--- src/acs_pkg.sv ---
// constants and types shared by the calibration sequencer files
package acs_pkg;
    // ==========================================================
    // timing
    localparam int CLK_HZ = 20_000_000;
    localparam int CLK_PERIOD_NS = 50;
    localparam int MCLK_REF_HZ = 2_457_600;
    localparam int NOTCH_HZ_0 = 50;
    localparam int NOTCH_HZ_1 = 60;
    localparam int NOTCH_HZ_2 = 250;
    localparam int NOTCH_HZ_3 = 500;
    localparam int OUT_PERIOD_0 = CLK_HZ / NOTCH_HZ_0;
    localparam int OUT_PERIOD_1 = CLK_HZ / NOTCH_HZ_1;
    localparam int OUT_PERIOD_2 = CLK_HZ / NOTCH_HZ_2;
    localparam int OUT_PERIOD_3 = CLK_HZ / NOTCH_HZ_3;
    // pipeline delay limit, in master clock periods
    localparam longint TP_MAX_MCLK = 2000;
    localparam int TP_CYCLES = int'(TP_MAX_MCLK * CLK_HZ / MCLK_REF_HZ);
    localparam int PER_W = 19;
    localparam int TP_W = 15;
    // ==========================================================
    // calibration lengths in output periods
    localparam logic [3:0] CAL_SELF_CLR = 4'h6;
    localparam logic [3:0] CAL_SELF_DATA_READY_N = 4'h9;
    localparam logic [3:0] CAL_SYS_CLR = 4'h3;
    localparam logic [3:0] CAL_SYS_DATA_READY_N = 4'h4;
    localparam logic [3:0] CAL_SELF_ZS_END = 4'h2;
    localparam logic [1:0] MODE_NORMAL = 2'h0;
    localparam logic [1:0] MODE_SELF = 2'h1;
    localparam logic [1:0] MODE_ZS = 2'h2;
    localparam logic [1:0] MODE_FS = 2'h3;
    // ==========================================================
    // register map
    localparam logic [7:0] OFS_SETUP = 8'h00;
    localparam logic [7:0] OFS_DATA = 8'h04;
    localparam logic [7:0] OFS_STATUS = 8'h08;
    localparam logic [7:0] OFS_INT_EN = 8'h0C;
    localparam logic [7:0] OFS_INT_CLR = 8'h10;
    localparam logic [7:0] OFS_ZERO = 8'h14;
    localparam logic [7:0] OFS_FULL = 8'h18;
    localparam int OP_MODE_LO = 0;
    localparam int OP_MODE_HI = 1;
    localparam int NOTCH_SELECT_LO = 2;
    localparam int NOTCH_SELECT_HI = 3;
    localparam int GAIN_LO = 4;
    localparam int GAIN_HI = 5;
    localparam int UNIPOLAR_BIT = 6;
    localparam int STS_CAL_DONE = 0;
    localparam int STS_DATA_NEW = 1;
    localparam int STS_BUSY = 8;
    localparam int STS_DATA_READY_N_N = 9;
    localparam logic [1:0] NOTCH_RST = 2'h0;
    localparam logic [1:0] GAIN_RST = 2'h0;
    localparam logic [1:0] EVT_RST = 2'h0;
    localparam logic [15:0] DATA_RST = 16'h0000;
    localparam logic [15:0] MIDSCALE = 16'h8000;
    localparam logic [7:0] GAIN_X0 = 8'h01;
    localparam logic [7:0] GAIN_X1 = 8'h02;
    localparam logic [7:0] GAIN_X2 = 8'h20;
    localparam logic [7:0] GAIN_X3 = 8'h80;

    typedef enum logic [1:0] {ST_NORMAL, ST_CAL, ST_SETTLE, ST_PIPE} acs_state_e;
endpackage

--- src/acs_rate_if.sv ---
// output-period tick link between the sequencer and its rate generator
`timescale 1ns/1ps
interface acs_rate_if;
    logic [1:0] notch_sel;
    logic restart;
    logic tick;
    modport gen (input notch_sel, input restart, output tick);
    modport user (output notch_sel, output restart, input tick);
endinterface : acs_rate_if

--- src/acs_pipe_delay.sv ---
// pipeline delay timer run before the first result after calibration
`timescale 1ns/1ps
module acs_pipe_delay #(
    parameter int CYCLES = acs_pkg::TP_CYCLES
) (
    input wire logic clk,
    input wire logic arst_n,
    input wire logic start,
    output logic done
);
    logic [acs_pkg::TP_W-1:0] cnt_reg;
    logic done_reg;
    logic [acs_pkg::TP_W-1:0] el_reg;

    always_ff @(posedge clk or negedge arst_n) begin
        if (!arst_n) begin
            cnt_reg <= '0;
            done_reg <= 1'b0;
        end else if (start) begin
            cnt_reg <= acs_pkg::TP_W'(CYCLES);
            done_reg <= 1'b0;
        end else begin
            done_reg <= (cnt_reg == acs_pkg::TP_W'(1));
            cnt_reg <= (cnt_reg != '0) ? cnt_reg - 1'b1 : cnt_reg;
        end
    end

    assign done = done_reg;

    // helper: cycles since start, for the bound check
    always_ff @(posedge clk or negedge arst_n) begin
        if (!arst_n) begin
            el_reg <= '0;
        end else if (start) begin
            el_reg <= '0;
        end else if (cnt_reg != '0) begin
            el_reg <= el_reg + 1'b1;
        end
    end

    AST_PIPE_MAX: assert property (@(posedge clk) disable iff (!arst_n)
        done_reg |-> el_reg < acs_pkg::TP_W'(CYCLES + 1) && $past(cnt_reg) == acs_pkg::TP_W'(1))
        else $error("pipeline delay overran its limit");
endmodule // acs_pipe_delay

--- src/acs_rate_gen.sv ---
// output data rate generator: one tick per first-notch period
`timescale 1ns/1ps
module acs_rate_gen #(
    parameter int PERIOD_0 = acs_pkg::OUT_PERIOD_0,
    parameter int PERIOD_1 = acs_pkg::OUT_PERIOD_1,
    parameter int PERIOD_2 = acs_pkg::OUT_PERIOD_2,
    parameter int PERIOD_3 = acs_pkg::OUT_PERIOD_3
) (
    input wire logic clk,
    input wire logic arst_n,
    acs_rate_if.gen rg
);
    logic [acs_pkg::PER_W-1:0] cnt_reg;
    logic [acs_pkg::PER_W-1:0] per_last;
    logic tick_reg;

    always_comb begin
        case (rg.notch_sel)
            2'h0: per_last = acs_pkg::PER_W'(PERIOD_0 - 1);
            2'h1: per_last = acs_pkg::PER_W'(PERIOD_1 - 1);
            2'h2: per_last = acs_pkg::PER_W'(PERIOD_2 - 1);
            default: per_last = acs_pkg::PER_W'(PERIOD_3 - 1);
        endcase
    end

    // a shorter notch picked mid-period wraps at once instead of overrunning
    always_ff @(posedge clk or negedge arst_n) begin
        if (!arst_n) begin
            cnt_reg <= '0;
            tick_reg <= 1'b0;
        end else if (rg.restart) begin
            cnt_reg <= '0;
            tick_reg <= 1'b0;
        end else if (cnt_reg >= per_last) begin
            cnt_reg <= '0;
            tick_reg <= 1'b1;
        end else begin
            cnt_reg <= cnt_reg + 1'b1;
            tick_reg <= 1'b0;
        end
    end

    assign rg.tick = tick_reg;

    AST_NOTCH_PERIOD: assert property (@(posedge clk) disable iff (!arst_n)
        tick_reg && !$past(rg.restart) |-> $past(cnt_reg) >= $past(per_last) && cnt_reg == '0)
        else $error("rate tick not at end of notch period");
endmodule // acs_rate_gen

--- src/acs_top.sv ---
// calibration and conversion sequencer with APB register access
`timescale 1ns/1ps
// Behaviour
// - when a calibration ends, both mode bits return to zero
// - after any calibration one normal conversion runs, then data ready goes low
// - mode bits clear before data ready; clearing alone means no new result
// - post-calibration pipeline delay never exceeds 2000 master clock periods
// - mode 0,1 self calibration: bits clear after 6 periods, ready after 9 plus delay
// - mode 1,0 zero-scale system calibration: clear after 3, ready after 4 plus delay
// - mode 1,1 full-scale system calibration: clear after 3, ready after 4 plus delay
// - output register updates at the first notch rate chosen by notch select bits
// - at 2.4576 MHz master clock the notch rates span 50 Hz to 500 Hz
// - at 1 MHz the notch rates span 20 Hz to 200 Hz, scaling with clock
// - polarity bit changes only output coding and calibration points
// - gain setting selects 1, 2, 32 or 128
module acs_top #(
    parameter int PERIOD_0 = acs_pkg::OUT_PERIOD_0,
    parameter int PERIOD_1 = acs_pkg::OUT_PERIOD_1,
    parameter int PERIOD_2 = acs_pkg::OUT_PERIOD_2,
    parameter int PERIOD_3 = acs_pkg::OUT_PERIOD_3,
    parameter int PIPE_CYCLES = acs_pkg::TP_CYCLES
) (
    input wire logic clk,
    input wire logic arst_n,
    input wire logic psel,
    input wire logic penable,
    input wire logic pwrite,
    input wire logic [7:0] paddr,
    input wire logic [31:0] pwdata,
    output logic [31:0] prdata,
    output logic pready,
    output logic pslverr,
    input wire logic [15:0] sample,
    output logic data_ready_n,
    output logic [1:0] gain_sel,
    output logic [7:0] pga_gain,
    output logic irq
);
    // ==========================================================
    // declarations
    acs_rate_if rif ();
    acs_pkg::acs_state_e state_reg;
    logic [1:0] mode_reg;
    logic [1:0] kind_reg;
    logic [1:0] notch_reg;
    logic [1:0] gain_reg;
    logic uni_reg;
    logic [3:0] cnt_reg;
    logic restart_reg;
    logic [15:0] data_reg;
    logic [15:0] zero_reg;
    logic [15:0] full_reg;
    logic [15:0] hold_reg;
    logic data_ready_n_n_reg;
    logic [1:0] sts_reg;
    logic [1:0] sts_next;
    logic [1:0] en_reg;
    logic irq_reg;
    logic [31:0] prdata_reg;
    logic pready_reg;
    logic pslverr_reg;
    logic [7:0] pga_reg;
    logic [31:0] rd_mux;
    logic mapped;
    logic acc;
    logic wr_setup;
    logic rd_data;
    logic cal_start;
    logic rtick;
    logic [3:0] clr_len;
    logic [3:0] data_ready_n_len;
    logic last_clr;
    logic last_data_ready_n;
    logic mode_done;
    logic pipe_start;
    logic pipe_done;
    logic new_evt;
    logic [15:0] coded_now;
    logic [15:0] coded_hold;

    // offset-corrected, saturated and coded per polarity
    function automatic logic [15:0] acs_code(input logic [15:0] s, input logic [15:0] zs,
                                             input logic uni);
        logic signed [16:0] d;
        logic [15:0] sat;
        d = $signed({s[15], s}) - $signed({zs[15], zs});
        if (d > 17'sh07FFF) begin
            sat = 16'h7FFF;
        end else if (d < -17'sh08000) begin
            sat = 16'h8000;
        end else begin
            sat = d[15:0];
        end
        if (uni) begin
            acs_code = sat[15] ? 16'h0000 : {sat[14:0], 1'b0};
        end else begin
            acs_code = sat ^ acs_pkg::MIDSCALE;
        end
    endfunction

    // ==========================================================
    // APB decode
    assign acc = psel && penable && pready_reg;
    assign wr_setup = acc && pwrite && (paddr == acs_pkg::OFS_SETUP);
    assign rd_data = acc && !pwrite && (paddr == acs_pkg::OFS_DATA);

    always_comb begin
        rd_mux = 32'h0000_0000;
        mapped = 1'b1;
        case (paddr)
            acs_pkg::OFS_SETUP: begin
                rd_mux[acs_pkg::OP_MODE_HI:acs_pkg::OP_MODE_LO] = mode_reg;
                rd_mux[acs_pkg::NOTCH_SELECT_HI:acs_pkg::NOTCH_SELECT_LO] = notch_reg;
                rd_mux[acs_pkg::GAIN_HI:acs_pkg::GAIN_LO] = gain_reg;
                rd_mux[acs_pkg::UNIPOLAR_BIT] = uni_reg;
            end
            acs_pkg::OFS_DATA: rd_mux[15:0] = data_reg;
            acs_pkg::OFS_STATUS: begin
                rd_mux[1:0] = sts_reg;
                rd_mux[acs_pkg::STS_BUSY] = (state_reg != acs_pkg::ST_NORMAL);
                rd_mux[acs_pkg::STS_DATA_READY_N_N] = data_ready_n_n_reg;
            end
            acs_pkg::OFS_INT_EN: rd_mux[1:0] = en_reg;
            acs_pkg::OFS_INT_CLR: rd_mux = 32'h0000_0000;
            acs_pkg::OFS_ZERO: rd_mux[15:0] = zero_reg;
            acs_pkg::OFS_FULL: rd_mux[15:0] = full_reg;
            default: mapped = 1'b0;
        endcase
    end

    // read data is captured in the setup cycle so the access phase is one cycle
    always_ff @(posedge clk or negedge arst_n) begin
        if (!arst_n) begin
            prdata_reg <= 32'h0000_0000;
            pready_reg <= 1'b0;
            pslverr_reg <= 1'b0;
        end else begin
            prdata_reg <= (psel && !penable && !pwrite) ? rd_mux : 32'h0000_0000;
            pready_reg <= psel && !penable;
            pslverr_reg <= psel && !penable && !mapped;
        end
    end

    // ==========================================================
    // setup register
    // nonzero mode starts
    assign cal_start = wr_setup && (state_reg == acs_pkg::ST_NORMAL) &&
                       (pwdata[acs_pkg::OP_MODE_HI:acs_pkg::OP_MODE_LO] != acs_pkg::MODE_NORMAL);

    always_ff @(posedge clk or negedge arst_n) begin
        if (!arst_n) begin
            notch_reg <= acs_pkg::NOTCH_RST;
            gain_reg <= acs_pkg::GAIN_RST;
            uni_reg <= 1'b0;
        end else if (wr_setup) begin
            notch_reg <= pwdata[acs_pkg::NOTCH_SELECT_HI:acs_pkg::NOTCH_SELECT_LO];
            gain_reg <= pwdata[acs_pkg::GAIN_HI:acs_pkg::GAIN_LO];
            uni_reg <= pwdata[acs_pkg::UNIPOLAR_BIT];
        end
    end

    always_ff @(posedge clk or negedge arst_n) begin
        if (!arst_n) begin
            pga_reg <= acs_pkg::GAIN_X0;
        end else begin
            case (gain_reg)
                2'h0: pga_reg <= acs_pkg::GAIN_X0;
                2'h1: pga_reg <= acs_pkg::GAIN_X1;
                2'h2: pga_reg <= acs_pkg::GAIN_X2;
                default: pga_reg <= acs_pkg::GAIN_X3;
            endcase
        end
    end

    // ==========================================================
    // calibration sequencer
    assign rif.notch_sel = notch_reg;
    assign rif.restart = restart_reg;
    // a tick left over from before the restart is not counted
    assign rtick = rif.tick && !restart_reg;
    assign clr_len = (kind_reg == acs_pkg::MODE_SELF) ? acs_pkg::CAL_SELF_CLR
                                                      : acs_pkg::CAL_SYS_CLR;
    assign data_ready_n_len = (kind_reg == acs_pkg::MODE_SELF) ? acs_pkg::CAL_SELF_DATA_READY_N
                                                       : acs_pkg::CAL_SYS_DATA_READY_N;
    assign last_clr = (cnt_reg == clr_len - 4'h1);
    assign last_data_ready_n = (cnt_reg == data_ready_n_len - 4'h1);
    assign mode_done = (state_reg == acs_pkg::ST_CAL) && rtick && last_clr;
    assign pipe_start = (state_reg == acs_pkg::ST_SETTLE) && rtick && last_data_ready_n;

    acs_rate_gen #(
        .PERIOD_0(PERIOD_0),
        .PERIOD_1(PERIOD_1),
        .PERIOD_2(PERIOD_2),
        .PERIOD_3(PERIOD_3)
    ) u_rate (
        .clk(clk),
        .arst_n(arst_n),
        .rg(rif.gen)
    );

    acs_pipe_delay #(
        .CYCLES(PIPE_CYCLES)
    ) u_pipe (
        .clk(clk),
        .arst_n(arst_n),
        .start(pipe_start),
        .done(pipe_done)
    );

    always_ff @(posedge clk or negedge arst_n) begin
        if (!arst_n) begin
            state_reg <= acs_pkg::ST_NORMAL;
            cnt_reg <= 4'h0;
            kind_reg <= acs_pkg::MODE_NORMAL;
            restart_reg <= 1'b0;
        end else begin
            restart_reg <= cal_start;
            if (rtick && state_reg != acs_pkg::ST_NORMAL) begin
                cnt_reg <= cnt_reg + 4'h1;
            end
            case (state_reg)
                acs_pkg::ST_NORMAL: if (cal_start) begin
                    state_reg <= acs_pkg::ST_CAL;
                    cnt_reg <= 4'h0;
                    kind_reg <= pwdata[acs_pkg::OP_MODE_HI:acs_pkg::OP_MODE_LO];
                end
                acs_pkg::ST_CAL: if (mode_done) begin
                    state_reg <= acs_pkg::ST_SETTLE;
                end
                acs_pkg::ST_SETTLE: if (pipe_start) begin
                    state_reg <= acs_pkg::ST_PIPE;
                end
                acs_pkg::ST_PIPE: if (pipe_done) begin
                    state_reg <= acs_pkg::ST_NORMAL;
                end
                default: state_reg <= acs_pkg::ST_NORMAL;
            endcase
        end
    end

    always_ff @(posedge clk or negedge arst_n) begin
        if (!arst_n) begin
            mode_reg <= acs_pkg::MODE_NORMAL;
        end else if (cal_start) begin
            mode_reg <= pwdata[acs_pkg::OP_MODE_HI:acs_pkg::OP_MODE_LO];
        end else if (mode_done) begin
            mode_reg <= acs_pkg::MODE_NORMAL;
        end
    end

    // calibration points: zero-scale then full-scale for self calibration
    always_ff @(posedge clk or negedge arst_n) begin
        if (!arst_n) begin
            zero_reg <= acs_pkg::DATA_RST;
            full_reg <= acs_pkg::DATA_RST;
        end else if (state_reg == acs_pkg::ST_CAL && rtick) begin
            if ((kind_reg == acs_pkg::MODE_SELF && cnt_reg == acs_pkg::CAL_SELF_ZS_END) ||
                (kind_reg == acs_pkg::MODE_ZS && last_clr)) begin
                zero_reg <= sample;
            end
            if (last_clr && kind_reg != acs_pkg::MODE_ZS) begin
                full_reg <= sample;
            end
        end
    end

    // ==========================================================
    // results and data ready
    // polarity only codes data
    assign coded_now = acs_code(sample, zero_reg, uni_reg);
    assign coded_hold = acs_code(hold_reg, zero_reg, uni_reg);
    assign new_evt = (state_reg == acs_pkg::ST_NORMAL && rtick && !cal_start) ||
                     (state_reg == acs_pkg::ST_PIPE && pipe_done);

    always_ff @(posedge clk or negedge arst_n) begin
        if (!arst_n) begin
            data_reg <= acs_pkg::DATA_RST;
            hold_reg <= acs_pkg::DATA_RST;
        end else begin
            if (pipe_start) begin
                hold_reg <= sample;
            end
            if (state_reg == acs_pkg::ST_PIPE && pipe_done) begin
                data_reg <= coded_hold;
            end else if (new_evt) begin
                data_reg <= coded_now;
            end
        end
    end

    // ready only after result; a new result beats a data read
    always_ff @(posedge clk or negedge arst_n) begin
        if (!arst_n) begin
            data_ready_n_n_reg <= 1'b1;
        end else if (cal_start) begin
            data_ready_n_n_reg <= 1'b1;
        end else if (new_evt) begin
            data_ready_n_n_reg <= 1'b0;
        end else if (rd_data) begin
            data_ready_n_n_reg <= 1'b1;
        end
    end

    // ==========================================================
    // interrupt status, enable and clear
    always_comb begin
        sts_next = sts_reg;
        if (acc && pwrite && paddr == acs_pkg::OFS_INT_CLR) begin
            sts_next = sts_next & ~pwdata[1:0];
        end
        sts_next[acs_pkg::STS_CAL_DONE] = sts_next[acs_pkg::STS_CAL_DONE] | mode_done;
        sts_next[acs_pkg::STS_DATA_NEW] = sts_next[acs_pkg::STS_DATA_NEW] | new_evt;
    end

    always_ff @(posedge clk or negedge arst_n) begin
        if (!arst_n) begin
            sts_reg <= acs_pkg::EVT_RST;
            en_reg <= acs_pkg::EVT_RST;
            irq_reg <= 1'b0;
        end else begin
            sts_reg <= sts_next;
            irq_reg <= |(sts_reg & en_reg);
            if (acc && pwrite && paddr == acs_pkg::OFS_INT_EN) begin
                en_reg <= pwdata[1:0];
            end
        end
    end

    assign prdata = prdata_reg;
    assign pready = pready_reg;
    assign pslverr = pslverr_reg;
    assign data_ready_n = data_ready_n_n_reg;
    assign gain_sel = gain_reg;
    assign pga_gain = pga_reg;
    assign irq = irq_reg;

    // ==========================================================
    // checks
    AST_MODE_CLEAR: assert property (@(posedge clk) disable iff (!arst_n)
        mode_done |=> mode_reg == acs_pkg::MODE_NORMAL && state_reg == acs_pkg::ST_SETTLE)
        else $error("mode bits not cleared at calibration end");
    AST_DATA_READY_N_AFTER: assert property (@(posedge clk) disable iff (!arst_n)
        state_reg == acs_pkg::ST_PIPE && pipe_done |=> !data_ready_n && sts_reg[1])
        else $error("data ready not asserted after calibration");
    AST_CLEAR_FIRST: assert property (@(posedge clk) disable iff (!arst_n)
        state_reg == acs_pkg::ST_SETTLE |-> data_ready_n && mode_reg == acs_pkg::MODE_NORMAL)
        else $error("data ready before mode bits cleared");
    AST_SELF_LEN: assert property (@(posedge clk) disable iff (!arst_n)
        $fell(|mode_reg) && kind_reg == acs_pkg::MODE_SELF |-> $past(cnt_reg) == 4'h5
        && cnt_reg == 4'h6 && state_reg == acs_pkg::ST_SETTLE)
        else $error("self calibration length wrong");
    AST_SYS_LEN: assert property (@(posedge clk) disable iff (!arst_n)
        pipe_start && kind_reg != acs_pkg::MODE_SELF |-> cnt_reg == 4'h3)
        else $error("system calibration length wrong");
    AST_POLARITY: assert property (@(posedge clk) disable iff (!arst_n)
        wr_setup && pwdata[acs_pkg::GAIN_HI:acs_pkg::GAIN_LO] == gain_reg
        |=> ##1 $stable(gain_sel) && $stable(pga_gain))
        else $error("polarity change touched the input channel");
    AST_GAIN_SET: assert property (@(posedge clk) disable iff (!arst_n)
        pga_gain == 8'h01 || pga_gain == 8'h02 || pga_gain == 8'h20 || pga_gain == 8'h80)
        else $error("gain outside the four settings");
    AST_CAL_START: assert property (@(posedge clk) disable iff (!arst_n)
        cal_start |=> state_reg == acs_pkg::ST_CAL && mode_reg != acs_pkg::MODE_NORMAL
        && data_ready_n)
        else $error("calibration did not start");
endmodule // acs_top

--- config.mk ---
export PLATFORM = sky130hd
export DESIGN_NAME = acs_top
export DESIGN_NICKNAME = d
export VERILOG_FILES = /design/src/acs_pkg.sv /design/src/acs_rate_if.sv /design/src/acs_pipe_delay.sv /design/src/acs_rate_gen.sv /design/src/acs_top.sv
export SDC_FILE = /design/constraint.sdc
export NUM_CORES = 1
export LEC_CHECK = 0
export BUFFER_PORTS_ARGS = -buffer_cell sky130_fd_sc_hd__buf_4
export CORE_AREA = 4 4 138 140
export CTS_BUF_LIST = sky130_fd_sc_hd__clkbuf_8
export DETAILED_ROUTE_END_ITERATION = 8
export DIE_AREA = 0 0 142 144
export PLACE_DENSITY_LB_ADDON = 0.12
export RECOVER_POWER = 100
export SETUP_SLACK_MARGIN = 0.02
export SLEW_MARGIN = 20
export SYNTH_ARGS = -nofsm -noshare
export SYNTH_HDL_FRONTEND = slang
export SYNTH_SLANG_ARGS = --single-unit
--- constraint.sdc ---
create_clock -name clk -period 8.27 [get_ports clk]
set_clock_uncertainty 0.1 [all_clocks]
set_input_delay 0.827 -clock clk [delete_from_list [all_inputs] [get_ports clk]]
set_output_delay 0.827 -clock clk [all_outputs]
set_load 0.1 [all_outputs]
**Yosys cells after proc, flatten, opt, wreduce, memory -nomap -nowiden**

Cells that the tools add are included.

- Add/subtract/negate cells: 7
- Order comparisons: 5
- Equality and inequality tests: 24
- Bitwise gates (word level): 7
- Reduce and logical (&&, ||, !) cells: 49
- Muxes and demuxes: 42

Operators by type and width:

| operator | number |
|---|---|
| $mux 16 | 11 |
| $pmux 19 s3 | 1 |
| $mux 19 | 2 |
| $gt 17x16->1 const B | 2 |
| $lt 17x16->1 const B | 2 |
| $sub 16x16->17 | 2 |
| $mux 15 | 2 |
| $logic_and 1x1->1 | 25 |
| $eq 8x5->1 const B | 3 |
| $pmux 8 s3 | 1 |
| $pmux 5 s4 | 1 |
| $add 19x1->19 const B | 1 |
| $ge 19x19->1 | 1 |
| $pmux 6 s3 | 1 |
| $eq 8x4->1 const B | 2 |
| $mux 4 | 4 |
| $pmux 2 s4 | 2 |
| $eq 15x1->1 const B | 1 |
| $reduce_bool 15->1 | 1 |
| $sub 15x1->15 const B | 1 |
| $mux 2 | 7 |
| $pmux 2 s6 | 1 |
| $eq 2x2->1 const B | 5 |
| $reduce_bool 2->1 | 5 |
| 25 further kinds | 50 |

- Output and inout port bits: 46
- Bits of input ports: 61
- Bits in registers: 148
- Word-level logic and storage cells: 158

**Depth between registers and ports, before layout**

- Depth after elaboration: 11
- Depth in mapped cells: 15
- Mapped depth without buffers: 13

**Cells and area by module**

A second synthesis with hierarchy kept.

- Cell total of the unflattened synthesis: 951
- Area, all modules: 9500.4 µm²

Modules (own cells, without submodules):

| module | area each (µm²) | seq. area each (µm²) | instances | cells each |
|---|---|---|---|---|
| acs_top | 7188.1 | 2705.1 | 1 | 726 |
| acs_rate_gen | 1426.4 | 500.5 | 1 | 138 |
| acs_pipe_delay | 885.8 | 400.4 | 1 | 87 |

**Least setup slack after synthesis**

Ideal clock, no wire load.

- Kind: input to register
- Start: input port sample[12]
- End: register data_reg[13]
- Buffers on the path: 1
- Data arrival time: 3190 ps
- Required time: 8032 ps
- Library setup time: 138 ps
- Stages: 10
- Path slack: 4841 ps
- Path through: ha_1 and2_1 clkbuf_1 a21o_1 a31o_2 a221oi_4 nand2_1 a311oi_2 nor2_1 or4_1

- Cells in the longest elaborated chain, start to end: 8
- Elaborated cells on any way between the ends: 9
- Classes of those cells: add/sub: 1; order compare: 2; mux: 6

RTL lines:

| what | line | source |
|---|---|---|
| from (decl) | acs_top.sv:33 | `input wire logic [15:0] sample,` |
| $sub 16x16->17 (*) | acs_top.sv:86 | `d = $signed({s[15], s}) - $signed({zs[15], zs});` |
| $lt 17x16->1 | acs_top.sv:89 | `end else if (d < -17'sh08000) begin` |
| $mux 16 | acs_top.sv:89 |  |
| $mux 16 (*) | acs_top.sv:87 | `if (d > 17'sh07FFF) begin` |
| $mux 16 | acs_top.sv:95 | `acs_code = sat[15] ? 16'h0000 : {sat[14:0], 1'b0};` |
| $mux 16 (*) | acs_top.sv:94 | `if (uni) begin` |
| $mux 16 (*) | acs_top.sv:285 | `end else if (new_evt) begin` |
| $mux 16 (*) | acs_top.sv:283 | `if (state_reg == acs_pkg::ST_PIPE && pipe_done) begin` |
| to (signal assigned) | acs_top.sv:277 | `data_reg <= acs_pkg::DATA_RST;` |
| to (signal assigned) | acs_top.sv:284 | `data_reg <= coded_hold;` |
| to (signal assigned) | acs_top.sv:286 | `data_reg <= coded_now;` |
| to (decl) | acs_top.sv:50 | `logic [15:0] data_reg;` |

Mark *: on every way between the ends. The rest lies on a longest branch, timed or not. The select of a mux whose other input is x is not followed.
A chain may end at the register's enable or synchronous reset.

==> reports/qor.yml <==
setup_path:
  cp-end-kind: "async pin"
  rr_worst_depth: 10
  r2r_slack_ns: 3.94
  cp-start-kind: "input port"
  crit_required_ns: 8.65
  crit_type: "input port to async pin"
  cp_slowest_stage_delay_ns: 2.86
  critPathSlowestCell: "clkbuf_1"
  cp_num_cells: 2
  crit_fanout: 79
  critPathTopFamily: "buffers and inverters"
  crit_chain: "clkbuf_1, buf_4"
  critPathBufInv: 2
  crit_arrival_ns: 4.80
grt:
  grt_max_degree: 80
  grt_overflow_total: 0
  grt_pass1_vias: 7053
  antenna_found_initial: 0
  grt_util_all_layers: 0.229
  grt_pass1_wl_um: 37400
clock_network:
  clockBufferDepth: 2
  cts_tree: "built"
  post_cts_buffers: 0
  cts-resized-gates: 0
  clk_latency_ns: 0.46
  path_clk_slew_ns: 0.08
  htree_levels: 4
  clkSinkCount: 144
  cts_hold_buffers: 0
  cts_root_buf: "clkbuf_8"
  cts_buffers: 17
logic_synthesis:
  yosysMostFrequentCell: "dfrtp_1"
  synth.top_cell.area_share: 0.394
  synth_top_cells_by_area: "dfrtp_1 39%, ha_1 8.1%, nand2_1 4.4%"
  synth-edff-count: 0
  syn-cell-area_um2: 9010
  synth_area_leader_cell: "dfrtp_1"
  yosysUniqueCellTypes: 75
  synth_common_cells: "142 x dfrtp_1, 106 x nand2_1, 99 x nor2_1"
  yosys_warnings: 0
  synthFlopType: "dfrtp_1"
  synth-seq-area-share: 0.400
  postSynthCellCount: 977
  ys_seq_elements: 144
  avgSynthCellArea_um2: 9.22
  async_flop_share: 1.00
floorplanning:
  die_h_um: 144
  ios: 107
  start_util: 0.505
  die_x_um: 142
  die_area_um2: 20400
  row_count: 49
  core_area_um2: 17800
finish:
  antenna_cells: 0
  fillers: 1683
  final_area_um2: 9890
  largest_register_ffs: 19
  area_growth_pct: 9.85
  drive_gt1_frac: 0.116
  nets: 1152
hold_path:
  whs_path_depth: 1
  hp-class: "flip-flop to flip-flop"
placed_design:
  hpwl_um: 16900
  place_area_um2: 9620
  gp_congestion: 0.904
  io_buffer_count: 61
power:
  leakagePower_nw: 4.56
  powerDensity_nw_per_um2: 160
  peakVddDrop_v: 0.0000949
detailed_routing:
  wire_per_inst_um: 18.0
  detail-route-antenna-nets: 0
  vias: 7317
  routed_wl_um: 22900
  drt-initial-drc-count: 603
  dr.pass1.iters: 6
  post-route-drc-count: 0
  vias_per_cell: 5.75
sta:
  setup_viol: 0
  clock.fmax_mhz: 226
  tightest_slew_ns: 4.14
  post-route-min-period_ns: 4.42
  maxSlewViolCount: 155
  setup_tns_ns: 0
  hold_violations: 0
  finalCritPeriodShare: 0.534
  maxSlewHeadroom: -1.76
  rsz0062_at_grt: "no"
flow_run:
  maxCapViolCount: 5
status:
  violations: "max-capacitance violations, max-slew violations"
  status: "complete, but fails checks"
[through the flow]
step / instances / util / hold slack [ns] / total power [mW] / setup WS, ns
final: 1273 / 0.555 / 0.347 / 1.59 / 3.85
after global routing: 1273 / 0.555 / 0.387 / 1.65 / 2.92
after CTS: 1273 / 0.563 / 0.314 / 1.60 / 4.50
after detailed placement: 1241 / 0.539 / 0.339 / 0.998 / 4.05
after global placement: 1241 / 0.539 / 0.330 / 0.993 / 4.06
after floorplan: 996 / - / 0.317 / 0.933 / 4.84
[routing by layer]
layer	wire length, µm	global-route usage	up-vias
met4	297	0.0591	0
li1	-	-	3545
met5	0	0	-
met2	9900	0.341	244
met3	1580	0.0483	20
met1	11100	0.343	3508
[where the power goes]
| group | leakage [nW] | internal, mW | switching, mW |
|---|---|---|---|
| combinational | 2.62 | 0.0750 | 0.154 |
| clock | 0.210 | 0.303 | 0.299 |
| sequential | 1.73 | 0.729 | 0.0264 |
[cell type report]
type,count,area [µm²],share of cell area
clock buffer,17,234,0.0236
clock inverter,15,186,0.0188
inverter,50,188,0.0190
multi-input combinational,751,5010,0.506
sequential,144,3610,0.364
tap,229,287,0.0290
timing repair buffer,67,383,0.0387
[layout by cell type, fill, tap and decap left out, drive strengths merged, types with 3 or more instances in the layout]
cell type,count
a21oi,63
a2111oi,5
xor2,17
a222oi,15
nand4,8
and4,3
or4,4
nor3,22
a221oi,3
ha,58
nand3,30
o21a,6
a211o,3
o21ai,54
and2,14
nor2b,14
nor2,100
o31ai,4
nand2,106
dfrtp,142
a311oi,5
xnor2,37
buf,34
a21o,15
or2,4
a22oi,5
or3,3
clkbuf,50
a211oi,8
maj3,3
o31a,4
nor4,9
inv,55
clkinv,5
o211ai,14
and3,9
bufinv,3
nand2b,17
mux2,35
conb,20
[worst paths after layout]
check / from / to
max: arst_n / hold_reg[9]$_DFFE_PN0P_
min: restart_reg$_DFF_PN0_ / u_rate.rg.tick$_DFF_PN0_
max reg2reg: state_reg[1]$_DFFE_PN0P_ / data_reg[4]$_DFFE_PN0P_
min reg2reg: restart_reg$_DFF_PN0_ / u_rate.rg.tick$_DFF_PN0_
max in group clk: paddr[1] / data_reg[4]$_DFFE_PN0P_
min in group asynchronous: arst_n / u_rate.cnt_reg[10]$_DFF_PN0_
[kinds of logic (layout without fill, tap and decap cells)]
family,count (synthesis),after routing,synth area share
simple gates,347,347,0.181
compound gates,228,228,0.176
flops,144,144,0.400
buf+inv,101,149,0.0511
fa+ha+maj,63,63,0.0883
xor+xnor,54,54,0.0525
mux,39,39,0.0510
other cells,1,20,0.000416
Power figures use the tool's default switching activity.
